File: src/hw/chs_pkg.sv
// constants and types shared by the charger state and status logic
package chs_pkg;

	// ----------------------------------------------------------------
	// clock and documented times
	// ----------------------------------------------------------------
	localparam int CLK_HZ = 125_000_000;
	localparam int MS_PER_S = 1000;
	localparam int BAD_BATT_TIME_MIN = 30;
	localparam int SAFETY_TIME_H = 4;
	localparam int FILTER_TIME_US = 1700;
	localparam int CARRIER_HZ = 35_000;
	localparam int SLOW_BLINK_MHZ = 1500;
	localparam int FAST_BLINK_MHZ = 6100;

	// ----------------------------------------------------------------
	// derived counts
	// ----------------------------------------------------------------
	localparam int TICK_CYCLES = CLK_HZ / MS_PER_S;
	localparam int BAD_BATT_TICKS = BAD_BATT_TIME_MIN * 60 * MS_PER_S;
	localparam int SAFETY_TICKS = SAFETY_TIME_H * 3600 * MS_PER_S;
	localparam int FILTER_CYCLES = (FILTER_TIME_US * (CLK_HZ / MS_PER_S) + 999) / 1000;
	localparam int CARRIER_CYCLES = CLK_HZ / CARRIER_HZ;
	localparam int SLOW_HALF_CARRIERS = (CARRIER_HZ * MS_PER_S) / (2 * SLOW_BLINK_MHZ);
	localparam int FAST_HALF_CARRIERS = (CARRIER_HZ * MS_PER_S) / (2 * FAST_BLINK_MHZ);

	// ----------------------------------------------------------------
	// duty values in sixteenths of a carrier period (pin pulled low)
	// ----------------------------------------------------------------
	localparam int DUTY_DEN = 16;
	localparam int SLOW_DUTY_LO = 1;
	localparam int SLOW_DUTY_HI = 15;
	localparam int FAST_DUTY_LO = 2;
	localparam int FAST_DUTY_HI = 14;

	// ----------------------------------------------------------------
	// current level and blink pattern codes
	// ----------------------------------------------------------------
	localparam logic [1:0] LVL_OFF = 2'h0;
	localparam logic [1:0] LVL_TENTH = 2'h1;
	localparam logic [1:0] LVL_FIFTH = 2'h2;
	localparam logic [1:0] LVL_FULL = 2'h3;
	localparam logic [1:0] PAT_NONE = 2'h0;
	localparam logic [1:0] PAT_SLOW = 2'h1;
	localparam logic [1:0] PAT_FAST = 2'h2;

	// synchroniser width and reset value; lockout bit resets set so that
	// the charger cannot start before the first real samples arrive
	localparam int SYNC_W = 9;
	localparam logic [SYNC_W-1:0] SYNC_RESET = 9'h100;

	typedef enum logic [1:0] {
		st_off,
		st_charge,
		st_bad,
		st_done
	} chs_state_t;

endpackage : chs_pkg

File: src/hw/chs_blink.sv
// 35 kHz carrier with duty modulated between two values at a blink rate
`timescale 1ns/10ps
module chs_blink #(
	parameter int CARRIER_CYCLES = chs_pkg::CARRIER_CYCLES,
	parameter int SLOW_HALF = chs_pkg::SLOW_HALF_CARRIERS,
	parameter int FAST_HALF = chs_pkg::FAST_HALF_CARRIERS
) (
	input wire logic ref_clk_in,
	input wire logic resetn_in,
	input wire logic [1:0] pattern_in,
	output logic drive_low_out
);
	import chs_pkg::*;

	localparam int CW = $clog2(CARRIER_CYCLES + 1);
	localparam int BW = $clog2(((SLOW_HALF > FAST_HALF) ? SLOW_HALF : FAST_HALF) + 1);

	// ----------------------------------------------------------------
	// duty threshold in clock cycles
	// ----------------------------------------------------------------
	function automatic logic [CW-1:0] duty_cycles(input int sixteenths);
		duty_cycles = CW'((CARRIER_CYCLES * sixteenths) / DUTY_DEN);
	endfunction : duty_cycles

	logic [CW-1:0] car_reg;
	logic [BW-1:0] blk_reg;
	logic phase_reg;
	logic active_w;
	logic car_wrap_w;
	logic half_w;
	logic [BW-1:0] half_len_w;
	logic [CW-1:0] thresh_w;

	// pattern selection and wrap points
	assign active_w = (pattern_in != PAT_NONE);
	assign car_wrap_w = (car_reg == CW'(CARRIER_CYCLES - 1));
	assign half_len_w = (pattern_in == PAT_FAST) ? BW'(FAST_HALF) : BW'(SLOW_HALF);
	assign half_w = car_wrap_w && (blk_reg == half_len_w - BW'(1));
	assign thresh_w = (pattern_in == PAT_FAST)
		? (phase_reg ? duty_cycles(FAST_DUTY_HI) : duty_cycles(FAST_DUTY_LO))
		: (phase_reg ? duty_cycles(SLOW_DUTY_HI) : duty_cycles(SLOW_DUTY_LO));

	// carrier counter, restarts whenever no pattern is shown
	always_ff @(posedge ref_clk_in or negedge resetn_in)
	begin
		if (!resetn_in)
			car_reg <= '0;
		else if (!active_w || car_wrap_w)
			car_reg <= '0;
		else
			car_reg <= car_reg + CW'(1);
	end

	// blink half-period counter in carrier periods, phase toggles each half
	always_ff @(posedge ref_clk_in or negedge resetn_in)
	begin
		if (!resetn_in)
		begin
			blk_reg <= '0;
			phase_reg <= 1'b0;
		end
		else if (!active_w)
		begin
			blk_reg <= '0;
			phase_reg <= 1'b0;
		end
		else if (half_w)
		begin
			blk_reg <= '0;
			phase_reg <= ~phase_reg;
		end
		else if (car_wrap_w)
			blk_reg <= blk_reg + BW'(1);
	end

	// pin low for the first part of each carrier period
	always_ff @(posedge ref_clk_in or negedge resetn_in)
	begin
		if (!resetn_in)
			drive_low_out <= 1'b0;
		else
			drive_low_out <= active_w && (car_reg < thresh_w);
	end

endmodule : chs_blink

File: src/hw/chs_charger.sv
// charger sequencing, timers and open-drain status pin encoding
// How it works
// - disable charger while input undervoltage lockout
// - disable charger on differential undervoltage lockout
// - suspend input disables charging
// - below trickle threshold: trickle, tenth current
// - above trickle: constant current, then voltage
// - half hour in trickle latches bad battery
// - rising above trickle resumes charging
// - latched, falls again without recharge: defective
// - latch cleared by power cycle or suspend
// - safety timer starts above recharge in CV
// - safety timer expiry terminates charging
// - terminated: restart when below recharge threshold
// - below recharge while timing resets timer
// - below recharge only after filter time
// - input lockout or suspend cycle restarts everything
// - high select full current, else one fifth
// - status pin low throughout normal charging
// - status released below tenth current
// - faults blink only if not yet released
// - thermistor fault: slow blink, 1/16 15/16
// - bad battery: fast blink, 2/16 14/16
// - thermistor fault pauses charging
// - thermistor fault pauses safety timer
`timescale 1ns/10ps
module chs_charger #(
	parameter int TICK_CYCLES = chs_pkg::TICK_CYCLES,
	parameter int BAD_BATT_TICKS = chs_pkg::BAD_BATT_TICKS,
	parameter int SAFETY_TICKS = chs_pkg::SAFETY_TICKS,
	parameter int FILTER_CYCLES = chs_pkg::FILTER_CYCLES,
	parameter int CARRIER_CYCLES = chs_pkg::CARRIER_CYCLES,
	parameter int SLOW_HALF = chs_pkg::SLOW_HALF_CARRIERS,
	parameter int FAST_HALF = chs_pkg::FAST_HALF_CARRIERS
) (
	input wire logic ref_clk_in,
	input wire logic resetn_in,
	input wire logic input_undervoltage_lockout_in,
	input wire logic differential_undervoltage_lockout_in,
	input wire logic charge_suspend_input_in,
	input wire logic below_trickle_threshold_in,
	input wire logic below_recharge_threshold_in,
	input wire logic constant_voltage_in,
	input wire logic below_tenth_current_in,
	input wire logic thermistor_fault_in,
	input wire logic high_current_select_in,
	input wire logic charge_status_output_in,
	output logic charge_status_output_out,
	output logic charge_status_output_oe_n_out,
	output logic charger_enable_out,
	output logic [1:0] current_level_out,
	output logic [1:0] charge_state_out,
	output logic bad_battery_out,
	output logic safety_running_out
);
	import chs_pkg::*;

	localparam int TW = $clog2(TICK_CYCLES + 1);
	localparam int BBW = $clog2(BAD_BATT_TICKS + 1);
	localparam int SFW = $clog2(SAFETY_TICKS + 1);
	localparam int FW = $clog2(FILTER_CYCLES + 1);

	// ----------------------------------------------------------------
	// input synchronisers
	// ----------------------------------------------------------------
	logic [SYNC_W-1:0] meta_reg;
	logic [SYNC_W-1:0] sync_reg;
	logic [SYNC_W-1:0] raw_w;

	assign raw_w = {input_undervoltage_lockout_in, differential_undervoltage_lockout_in,
		charge_suspend_input_in, below_trickle_threshold_in, below_recharge_threshold_in,
		constant_voltage_in, below_tenth_current_in, thermistor_fault_in,
		high_current_select_in};

	// two flops for every comparator flag
	always_ff @(posedge ref_clk_in or negedge resetn_in)
	begin
		if (!resetn_in)
		begin
			meta_reg <= SYNC_RESET;
			sync_reg <= SYNC_RESET;
		end
		else
		begin
			meta_reg <= raw_w;
			sync_reg <= meta_reg;
		end
	end

	logic input_undervoltage_lockout_w;
	logic differential_undervoltage_lockout_w;
	logic charge_suspend_input_w;
	logic trkl_w;
	logic rech_w;
	logic cv_w;
	logic tenth_w;
	logic ntc_w;
	logic high_current_select_w;

	// synchronised flag names
	assign input_undervoltage_lockout_w = sync_reg[8];
	assign differential_undervoltage_lockout_w = sync_reg[7];
	assign charge_suspend_input_w = sync_reg[6];
	assign trkl_w = sync_reg[5];
	assign rech_w = sync_reg[4];
	assign cv_w = sync_reg[3];
	assign tenth_w = sync_reg[2];
	assign ntc_w = sync_reg[1];
	assign high_current_select_w = sync_reg[0];

	// ----------------------------------------------------------------
	// millisecond prescaler
	// ----------------------------------------------------------------
	logic [TW-1:0] tick_cnt_reg;
	logic tick_w;

	assign tick_w = (tick_cnt_reg == TW'(TICK_CYCLES - 1));

	// free-running divider for the long timers
	always_ff @(posedge ref_clk_in or negedge resetn_in)
	begin
		if (!resetn_in)
			tick_cnt_reg <= '0;
		else if (tick_w)
			tick_cnt_reg <= '0;
		else
			tick_cnt_reg <= tick_cnt_reg + TW'(1);
	end

	// ----------------------------------------------------------------
	// recharge threshold filter
	// ----------------------------------------------------------------
	logic [FW-1:0] filt_cnt_reg;
	logic rech_low_w;

	assign rech_low_w = (filt_cnt_reg == FW'(FILTER_CYCLES));

	// counts while below, saturates, clears on any excursion above
	always_ff @(posedge ref_clk_in or negedge resetn_in)
	begin
		if (!resetn_in)
			filt_cnt_reg <= '0;
		else if (!rech_w)
			filt_cnt_reg <= '0;
		else if (!rech_low_w)
			filt_cnt_reg <= filt_cnt_reg + FW'(1);
	end

	// ----------------------------------------------------------------
	// state machine decode
	// ----------------------------------------------------------------
	chs_state_t state_reg;
	chs_state_t state_next;
	logic bad_latch_reg;
	logic rose_reg;
	logic released_reg;
	logic safe_run_reg;
	logic [BBW-1:0] bad_cnt_reg;
	logic [SFW-1:0] safe_cnt_reg;

	logic disabled_w;
	logic start_w;
	logic charging_w;
	logic bad_count_w;
	logic bad_expire_w;
	logic defective_w;
	logic safe_start_w;
	logic safe_expire_w;
	logic safe_clear_w;
	logic latch_clear_w;

	assign disabled_w = input_undervoltage_lockout_w || differential_undervoltage_lockout_w || charge_suspend_input_w;
	assign start_w = (state_reg == st_off) && !disabled_w;
	assign charging_w = (state_reg == st_charge);
	assign bad_count_w = charging_w && trkl_w && !ntc_w;
	assign bad_expire_w = bad_count_w && tick_w
		&& (bad_cnt_reg == BBW'(BAD_BATT_TICKS - 1));
	assign defective_w = charging_w && trkl_w && bad_latch_reg && !rose_reg;
	assign safe_start_w = charging_w && !rech_w && cv_w;
	assign safe_expire_w = safe_run_reg && !ntc_w && tick_w
		&& (safe_cnt_reg == SFW'(SAFETY_TICKS - 1));
	assign safe_clear_w = start_w || (safe_run_reg && rech_low_w);
	assign latch_clear_w = input_undervoltage_lockout_w || charge_suspend_input_w;

	// next state
	always_comb
	begin
		state_next = state_reg;
		case (state_reg)
			st_off:
				if (!disabled_w)
					state_next = st_charge;
			st_charge:
				if (defective_w || bad_expire_w)
					state_next = st_bad;
				else if (safe_expire_w)
					state_next = st_done;
			st_bad:
				if (!trkl_w)
					state_next = st_charge;
			st_done:
				if (rech_low_w)
					state_next = st_charge;
			default:
				state_next = st_off;
		endcase
		if (disabled_w)
			state_next = st_off;
	end

	// state register
	always_ff @(posedge ref_clk_in or negedge resetn_in)
	begin
		if (!resetn_in)
			state_reg <= st_off;
		else
			state_reg <= state_next;
	end

	// ----------------------------------------------------------------
	// bad-battery latch and half-hour timer
	// ----------------------------------------------------------------
	always_ff @(posedge ref_clk_in or negedge resetn_in)
	begin
		if (!resetn_in)
			bad_cnt_reg <= '0;
		else if (!charging_w || !trkl_w || bad_expire_w)
			bad_cnt_reg <= '0;
		else if (bad_count_w && tick_w)
			bad_cnt_reg <= bad_cnt_reg + BBW'(1);
	end

	// latch set wins over clear; rose marks a trip past recharge
	always_ff @(posedge ref_clk_in or negedge resetn_in)
	begin
		if (!resetn_in)
		begin
			bad_latch_reg <= 1'b0;
			rose_reg <= 1'b0;
		end
		else if (bad_expire_w)
		begin
			bad_latch_reg <= 1'b1;
			rose_reg <= 1'b0;
		end
		else if (latch_clear_w)
		begin
			bad_latch_reg <= 1'b0;
			rose_reg <= 1'b0;
		end
		else if (!rech_w)
			rose_reg <= 1'b1;
	end

	// ----------------------------------------------------------------
	// four-hour safety timer
	// ----------------------------------------------------------------
	always_ff @(posedge ref_clk_in or negedge resetn_in)
	begin
		if (!resetn_in)
		begin
			safe_run_reg <= 1'b0;
			safe_cnt_reg <= '0;
		end
		else if (safe_clear_w || safe_expire_w || disabled_w)
		begin
			safe_run_reg <= 1'b0;
			safe_cnt_reg <= '0;
		end
		else if (safe_start_w && !safe_run_reg)
			safe_run_reg <= 1'b1;
		else if (safe_run_reg && !ntc_w && tick_w)
			safe_cnt_reg <= safe_cnt_reg + SFW'(1);
	end

	// ----------------------------------------------------------------
	// status pin release flag
	// ----------------------------------------------------------------
	always_ff @(posedge ref_clk_in or negedge resetn_in)
	begin
		if (!resetn_in)
			released_reg <= 1'b1;
		else if (state_next == st_charge && state_reg != st_charge
			&& state_reg != st_bad)
			released_reg <= 1'b0;
		else if (state_reg == st_off || state_reg == st_done)
			released_reg <= 1'b1;
		else if (charging_w && !trkl_w && tenth_w && !ntc_w)
			released_reg <= 1'b1;
	end

	// ----------------------------------------------------------------
	// current command and pin encoding
	// ----------------------------------------------------------------
	logic enable_w;
	logic [1:0] level_w;
	logic [1:0] pattern_w;
	logic blink_low_w;
	logic drive_low_w;

	assign enable_w = charging_w && !ntc_w;
	assign level_w = !enable_w ? LVL_OFF
		: trkl_w ? LVL_TENTH
		: high_current_select_w ? LVL_FULL : LVL_FIFTH;
	assign pattern_w = released_reg ? PAT_NONE
		: (state_reg == st_bad) ? PAT_FAST
		: (charging_w && ntc_w) ? PAT_SLOW : PAT_NONE;
	assign drive_low_w = (pattern_w != PAT_NONE) ? blink_low_w
		: (enable_w && !released_reg);

	// carrier and blink generator
	chs_blink #(
		.CARRIER_CYCLES(CARRIER_CYCLES),
		.SLOW_HALF(SLOW_HALF),
		.FAST_HALF(FAST_HALF)
	) u_blink (
		.ref_clk_in(ref_clk_in),
		.resetn_in(resetn_in),
		.pattern_in(pattern_w),
		.drive_low_out(blink_low_w)
	);

	// registered outputs
	always_ff @(posedge ref_clk_in or negedge resetn_in)
	begin
		if (!resetn_in)
		begin
			charge_status_output_out <= 1'b0;
			charge_status_output_oe_n_out <= 1'b1;
			charger_enable_out <= 1'b0;
			current_level_out <= LVL_OFF;
			charge_state_out <= 2'h0;
			bad_battery_out <= 1'b0;
			safety_running_out <= 1'b0;
		end
		else
		begin
			charge_status_output_out <= 1'b0; // open drain only pulls low
			charge_status_output_oe_n_out <= ~drive_low_w;
			charger_enable_out <= enable_w;
			current_level_out <= level_w;
			charge_state_out <= state_reg;
			bad_battery_out <= bad_latch_reg;
			safety_running_out <= safe_run_reg;
		end
	end

endmodule : chs_charger

File: config.mk
export PLATFORM = sky130hd
export DESIGN_NAME = chs_charger
export DESIGN_NICKNAME = d
export VERILOG_FILES = /design/src/hw/chs_pkg.sv /design/src/hw/chs_blink.sv /design/src/hw/chs_charger.sv
export SDC_FILE = /design/constraint.sdc
export NUM_CORES = 1
export LEC_CHECK = 0
export ABC_AREA = 0
export BUFFER_PORTS_ARGS = -buffer_cell sky130_fd_sc_hd__buf_4
export CORE_UTILIZATION = 62
export DETAILED_ROUTE_END_ITERATION = 6
export PLACE_DENSITY = 0.79
export SYNTH_ARGS = -nofsm -noshare
export SYNTH_HDL_FRONTEND = slang
export SYNTH_SLANG_ARGS = --single-unit
export TNS_END_PERCENT = 1
File: constraint.sdc
create_clock -name ref_clk_in -period 2.8 [get_ports ref_clk_in]
set_clock_uncertainty 0.1 [all_clocks]
set_input_delay 0.56 -clock ref_clk_in [delete_from_list [all_inputs] [get_ports ref_clk_in]]
set_output_delay 0.56 -clock ref_clk_in [all_outputs]
set_load 0.05 [all_outputs]
# After elaboration in Yosys (flattened, before gate mapping)
# Index checks and enable logic that the tools add are counted.
dict set report classes {
  magnitude_cmp 1
  div 0
  mux 41
  n_reduce_logical 52
  n_mul 0
  bitwise_logic 2
  n_eq_ne 18
  n_addsub 7
  shift 0
}
# cell count
set ops {}
lappend ops {{$mux 24} 3}
lappend ops {{$mux 14} 4}
lappend ops {{$mux 12} 4}
lappend ops {{$mux 21} 2}
lappend ops {{$mux 18} 2}
lappend ops {{$add 24x1->24 const B} 1}
lappend ops {{$eq 24x24->1 const B} 1}
lappend ops {{$logic_and 1x1->1} 24}
lappend ops {{$add 21x1->21 const B} 1}
lappend ops {{$eq 21x21->1 const B} 1}
lappend ops {{$add 18x1->18 const B} 1}
lappend ops {{$eq 18x18->1 const B} 1}
lappend ops {{$mux 2} 9}
lappend ops {{$add 17x1->17 const B} 1}
lappend ops {{$eq 17x17->1 const B} 1}
lappend ops {{$mux 17} 1}
lappend ops {{$mux 1} 15}
lappend ops {{$add 14x1->14 const B} 1}
lappend ops {{$eq 14x14->1} 1}
lappend ops {{$sub 14x1->14 const B} 1}
lappend ops {{$add 12x1->12 const B} 1}
lappend ops {{$eq 12x12->1 const B} 1}
lappend ops {{$lt 12x12->1} 1}
lappend ops {{$logic_or 1x1->1} 11}
lappend ops {{13 further kinds} 32}
dict set report word_totals {
  mem_count 0
  elab_cells 142
  romBits 0
  inputBits 12
  output_inout_bits 9
  ramBits 0
  ff_bits 140
  latch_bits 0
}

# Depth between registers and ports, before layout
dict set report depth {
  ltp_word 13
  ltp_mapped 11
  depth_no_buf 11
}

# Cells and area by module
# Synthesis repeated with hierarchy kept, for this count alone.
dict set report hier_totals {
  hier_cells 725
  hier_area_um2 7128.1
}
# mod instances cells_each seq_area_each_um2 area_each_um2
set by_module_without_submodules {}
lappend by_module_without_submodules {chs_charger 1 546 2807.7 5401.4}
lappend by_module_without_submodules {chs_blink 1 179 700.7 1726.7}

# Least setup slack after synthesis
# Ideal clock, no wire load.
dict set report synth_path {
  path_type {register to register}
  startpoint {register state_reg[1]}
  endpoint {register bad_cnt_reg[3]}
  setup_ns 0.123
  path_slack_ns 0.390
  stages_incl_launch_ff 10
  period_less_slack_ns 2.410
  t_arrival_ns 2.187
  n_path_buf 2
  required_ns 2.577
  path_cell_list {dfrtp_1 > inv_1 > ha_1 > buf_2 > nand2_1 > nor3_1 > nand4_1 > nand3_1 > buf_2 > nor2_1}
}
dict set report synth_via {
  elab_chain_cells 7
  word_cells_on_any_way 10
  cone_classes {eq/ne (1); mux (1); reduce/logical (8)}
}
# item line_no
set synth_rtl {}
lappend synth_rtl {{start, declared} chs_charger.sv:152} ;# chs_state_t state_reg;
lappend synth_rtl {{start signal, assigned} chs_charger.sv:215} ;# state_reg <= st_off;
lappend synth_rtl {{start signal, assigned} chs_charger.sv:217} ;# state_reg <= state_next;
lappend synth_rtl {{$eq 2x1->1 (*)} chs_charger.sv:174} ;# assign charging_w = (state_reg == st_charge);
lappend synth_rtl {{$logic_and 1x1->1 (2 in series)} chs_charger.sv:175} ;# assign bad_count_w = charging_w && trkl_w && !ntc_w;
lappend synth_rtl {{$logic_and 1x1->1} {chs_charger.sv:176, chs_charger.sv:229}}
lappend synth_rtl {{$logic_and 1x1->1} chs_charger.sv:177} ;# && (bad_cnt_reg == BBW'(BAD_BATT_TICKS - 1));
lappend synth_rtl {{$logic_or 1x1->1} chs_charger.sv:227} ;# else if (!charging_w || !trkl_w || bad_expire_w)
lappend synth_rtl {{$mux 21 or $reduce_bool 2->1 (tied branches)} --}
lappend synth_rtl {{end signal, assigned} chs_charger.sv:230} ;# bad_cnt_reg <= bad_cnt_reg + BBW'(1);
lappend synth_rtl {{end, declared} chs_charger.sv:158} ;# logic [BBW-1:0] bad_cnt_reg;
# Every way passes the cells marked *; elsewhere a longest branch is shown, timed or not.
# A chain may end at the register's enable or synchronous reset.

# Worst setup path in the final report
dict set report layout_path {
  startpoint {register state_reg[0]}
  endpoint {register u_blink.drive_low_out}
}
dict set report layout_via {
  elab_chain_cells 9
  word_cells_on_any_way 11
  cone_classes {order compare (1); eq/ne (3); mux (4); reduce/logical (3)}
}
# item line_no
set layout_rtl {}
lappend layout_rtl {{$eq 2x1->1} chs_charger.sv:174}
lappend layout_rtl {{$logic_and 1x1->1} chs_charger.sv:307} ;# : (charging_w && ntc_w) ? PAT_SLOW : PAT_NONE;
lappend layout_rtl {{$mux 1} chs_charger.sv:307}
lappend layout_rtl {{$mux 2 (*)} chs_charger.sv:306} ;# : (state_reg == st_bad) ? PAT_FAST
lappend layout_rtl {{$mux 2 (*)} chs_charger.sv:305} ;# assign pattern_w = released_reg ? PAT_NONE
lappend layout_rtl {{$eq 2x2->1} chs_blink.sv:39} ;# assign thresh_w = (pattern_in == PAT_FAST)
lappend layout_rtl {{$mux 12} chs_blink.sv:40} ;# ? (phase_reg ? duty_cycles(FAST_DUTY_HI) : duty_cycles(FAST_DUTY_LO))
lappend layout_rtl {{$lt 12x12->1} chs_blink.sv:82} ;# drive_low_out <= active_w && (car_reg < thresh_w);
lappend layout_rtl {{$logic_and 1x1->1 (*)} chs_blink.sv:82}
lappend layout_rtl {{end signal, assigned} chs_blink.sv:82}
lappend layout_rtl {{end, declared} chs_blink.sv:11} ;# output logic drive_low_out
# Marked as above.

==> impl_metrics.env <==
export IMPL_critical_path_slowest_cell="sky130_fd_sc_hd__dfrtp_1"
export IMPL_count_of_max_cap_constraint_violations=0
export IMPL_clock_insertion_delay_worst_skew_ns=0.43
export IMPL_synth_net_count=754
export IMPL_cts_sink_count=140
export IMPL_syn_instance_count=716
export IMPL_final_min_clock_period_ns=2.595
export IMPL_total_leakage_power_nw=3.217
export IMPL_hold_viol=0
export IMPL_share_of_flip_flops_with_an_asynchronous_set_or_reset_after_synthesis_pct=100.0
export IMPL_floorplan_rows=38
export IMPL_ys_types=56
export IMPL_worst_pin_slew_ns=0.9979
export IMPL_postCtsSetupRepairBufs=0
export IMPL_synth_main_ff_cell="sky130_fd_sc_hd__dfrtp_1"
export IMPL_syn_area_mm2=0.007091
export IMPL_drive_gt1_share_pct=11.58
export IMPL_initialDrtViolationCount=274
export IMPL_report_final_setup_viol=0
export IMPL_synthToLayoutAreaGrowth_pct=13.29
export IMPL_drc_errors=0
export IMPL_die_height_um=108.9
export IMPL_clockRootBuffer="sky130_fd_sc_hd__clkbuf_16"
export IMPL_antennaDiodeCount=0
export IMPL_worstSetupStartpointType="flop"
export IMPL_worst_setup_hold_path_clk_slew_ns=0.06
export IMPL_grt_setup_unrepaired="no"
export IMPL_type_of_element_capturing_the_critical_path="flop"
export IMPL_critical_path_arrival_ns=2.84
export IMPL_core_mm2=0.01098
export IMPL_most_frequent_cell_on_the_critical_path="sky130_fd_sc_hd__ha_1"
export IMPL_largest_register_ff_count=24
export IMPL_maxSlewViolCount=0
export IMPL_design_die_area_mm2=0.01187
export IMPL_grt_max_degree=87
export IMPL_r2r_cells=11
export IMPL_criticalPathCategory="flop to flop"
export IMPL_synth_area_per_cell_um2=9.903
export IMPL_relSlewSlack_pct=33.47
export IMPL_cts_htree_levels=4
export IMPL_hold_depth=1
export IMPL_tritoncts="done"
export IMPL_hold_buffers=1
export IMPL_start_util_pct=64.56
export IMPL_routabilityCongestion=0.8666
export IMPL_crit_chain="inv_1 -> ha_1 -> nand2b_1 -> ha_1 -> inv_1 -> ha_1 -> and4b_1 -> and2_1 -> nand2_1 -> nand4_1 -> a31oi_1"
export IMPL_period_share_pct=92.67
export IMPL_cp_required_ns=3.05
export IMPL_grt_first_pass_wirelength_um=24460
export IMPL_crit_path_max_fanout=7
export IMPL_nNetsFinal=785
export IMPL_cts_buffers=17
export IMPL_die_width_um=108.9
export IMPL_power_density_mw_per_mm2=556.2
export IMPL_mostFrequentLayoutCells="136 x sky130_fd_sc_hd__dfrtp_1, 86 x sky130_fd_sc_hd__nor2_1, 53 x sky130_fd_sc_hd__nand2_1, 49 x sky130_fd_sc_hd__nand3_1, 48 x sky130_fd_sc_hd__xnor2_1"
export IMPL_overall_via_count_from_detail_route=5521
export IMPL_synth_seq_cells=140
export IMPL_drtAntennaViolNets=0
export IMPL_gr_usage_all_layers_pct=26.88
export IMPL_worst_ir_drop_vdd_mv=0.7338
export IMPL_port_buffer_count=18
export IMPL_via_per_inst=6.134
export IMPL_synth_warning_count=0
export IMPL_dp_hpwl_um=9605
export IMPL_critPathMaxStageDelay_ns=0.48
export IMPL_hold_path_class="primary input to flop"
export IMPL_met2_wirelength_um=6908
export IMPL_antenna_found_initial=0
export IMPL_firstDrtPassIters=7
export IMPL_grt_pass1_vias=5338
export IMPL_cts_buffer_depth=2
export IMPL_mostFrequentLayoutCell="sky130_fd_sc_hd__dfrtp_1"
export IMPL_max_clock_freq_mhz=385.4
export IMPL_met3WireLength_um=599
export IMPL_cts_repair_resize_count=0
export IMPL_grt_overflow_total=0
export IMPL_setup_total_negative_slack_ns=0
export IMPL_edff_count_synth=0
export IMPL_run_status="finished clean"
export IMPL_topRoutingLayerUsed="met4"
export IMPL_routed_wl_um=14460
export IMPL_synth_seq_area_share_pct=49.48
export IMPL_finalHoldWorstSlack_ns=0.1385
export IMPL_detail_route_wl_per_cell_um=16.06
export IMPL_io_pins=21
export IMPL_route_layer_met1_wl_um=6520
[final timing paths]
| path | from | end | slack [ns] |
|---|---|---|---|
| min in group asynchronous | resetn_in | safe_cnt_reg[22] | 0.47 |
| max in group asynchronous | resetn_in | released_reg | 1.38 |
| max reg2reg | state_reg[0] | u_blink.drive_low_out | 0.21 |
| max | state_reg[0] | u_blink.drive_low_out | 0.21 |
| min | high_current_select_in | meta_reg[0] | 0.14 |
| min reg2reg | meta_reg[6] | sync_reg[6] | 0.25 |
[cell families (layout without fill, tap and decap cells)]
group	Yosys count	in the layout	share of synthesized area (%)
multiplexers	1	1	0.1412
other	1	1	0.05289
AO/OA/AOI/OAI	96	96	8.276
flip-flops	140	140	49.48
buffers and inverters	45	89	3.088
adder cells (fa/ha/maj)	26	26	4.588
AND/OR/NAND/NOR	339	339	25.97
XOR/XNOR	68	68	8.399
[synthesized netlist by cell type, types with 3 or more instances]
master	number	area, um^2
sky130_fd_sc_hd__or3_1	12	75.07
sky130_fd_sc_hd__nand2b_1	4	25.02
sky130_fd_sc_hd__nand4b_1	4	35.03
sky130_fd_sc_hd__xor2_1	20	175.2
sky130_fd_sc_hd__inv_1	19	71.32
sky130_fd_sc_hd__or4_1	11	82.58
sky130_fd_sc_hd__nor2_1	86	322.8
sky130_fd_sc_hd__o21ai_0	22	110.1
sky130_fd_sc_hd__and2_1	4	25.02
sky130_fd_sc_hd__clkbuf_1	12	45.04
sky130_fd_sc_hd__ha_1	26	325.3
sky130_fd_sc_hd__a31oi_1	5	31.28
sky130_fd_sc_hd__o21a_1	3	22.52
sky130_fd_sc_hd__nor4b_1	4	35.03
sky130_fd_sc_hd__and3_1	15	93.84
sky130_fd_sc_hd__nand4_1	24	150.1
sky130_fd_sc_hd__nor2b_1	3	18.77
sky130_fd_sc_hd__nor4_1	18	112.6
sky130_fd_sc_hd__and4_1	7	61.31
sky130_fd_sc_hd__nand2_1	53	198.9
sky130_fd_sc_hd__nor4_2	3	37.54
sky130_fd_sc_hd__o31ai_1	13	97.59
sky130_fd_sc_hd__a21oi_2	3	26.28
sky130_fd_sc_hd__nand3_1	49	245.2
sky130_fd_sc_hd__a211oi_1	4	30.03
sky130_fd_sc_hd__buf_2	4	20.02
sky130_fd_sc_hd__dfrtp_1	136	3403
sky130_fd_sc_hd__dfstp_2	4	105.1
sky130_fd_sc_hd__and4b_1	3	30.03
sky130_fd_sc_hd__a21oi_1	36	180.2
sky130_fd_sc_hd__xnor2_1	48	420.4
sky130_fd_sc_hd__buf_6	5	56.30
sky130_fd_sc_hd__or2_2	3	18.77
sky130_fd_sc_hd__nor3_1	21	105.1
[cell type report]
cell class,instances,area (um^2)
inverter,20,75.07
fill,752,2950
sequential,140,3508
clock buffer,17,425.4
tap,140,175.2
clock inverter,15,176.4
multi-input combinational,531,3363
timing repair buffer,37,309.0
[power by group]
group / total, mW / switching (mW) / internal [mW]
combinational: 0.103 / 0.0734 / 0.0291
sequential: 2.06 / 0.0183 / 2.05
clock: 2.30 / 0.956 / 1.35
[critical path: cells and delay by family (launching register included)]
family	cells	cell delay, ns
DFF	1	0.48
adders and majority gates	3	0.75
and+or+nand+nor	5	0.82
buffers and inverters	2	0.22
AOI/OAI and AO/OA	1	0.16
[per-stage QoR]
step | setup WS [ns] | instance area, um^2 | total power, mW | cells | util, %
after floorplan | 0.3900 | 7091 | 2.134 | 716 | -
after global routing | 0.04484 | 8033 | 4.595 | 900 | 73.14
final | 0.2052 | 8033 | 4.468 | 900 | 73.14
after detailed placement | 0.2119 | 7421 | 2.204 | 867 | 67.57
after CTS | 0.2003 | 8033 | 4.505 | 900 | 73.14
after global placement | 0.2956 | 7421 | 2.199 | 867 | 67.57
[layer usage]
metal	global-route usage, %	vias to the layer above
li1	-	2623
met1	34.03	2683
met2	42.86	165
met3	6.993	50
met4	13.22	0
met5	0	-
No activity file was read; power rests on OpenSTA's default activity.
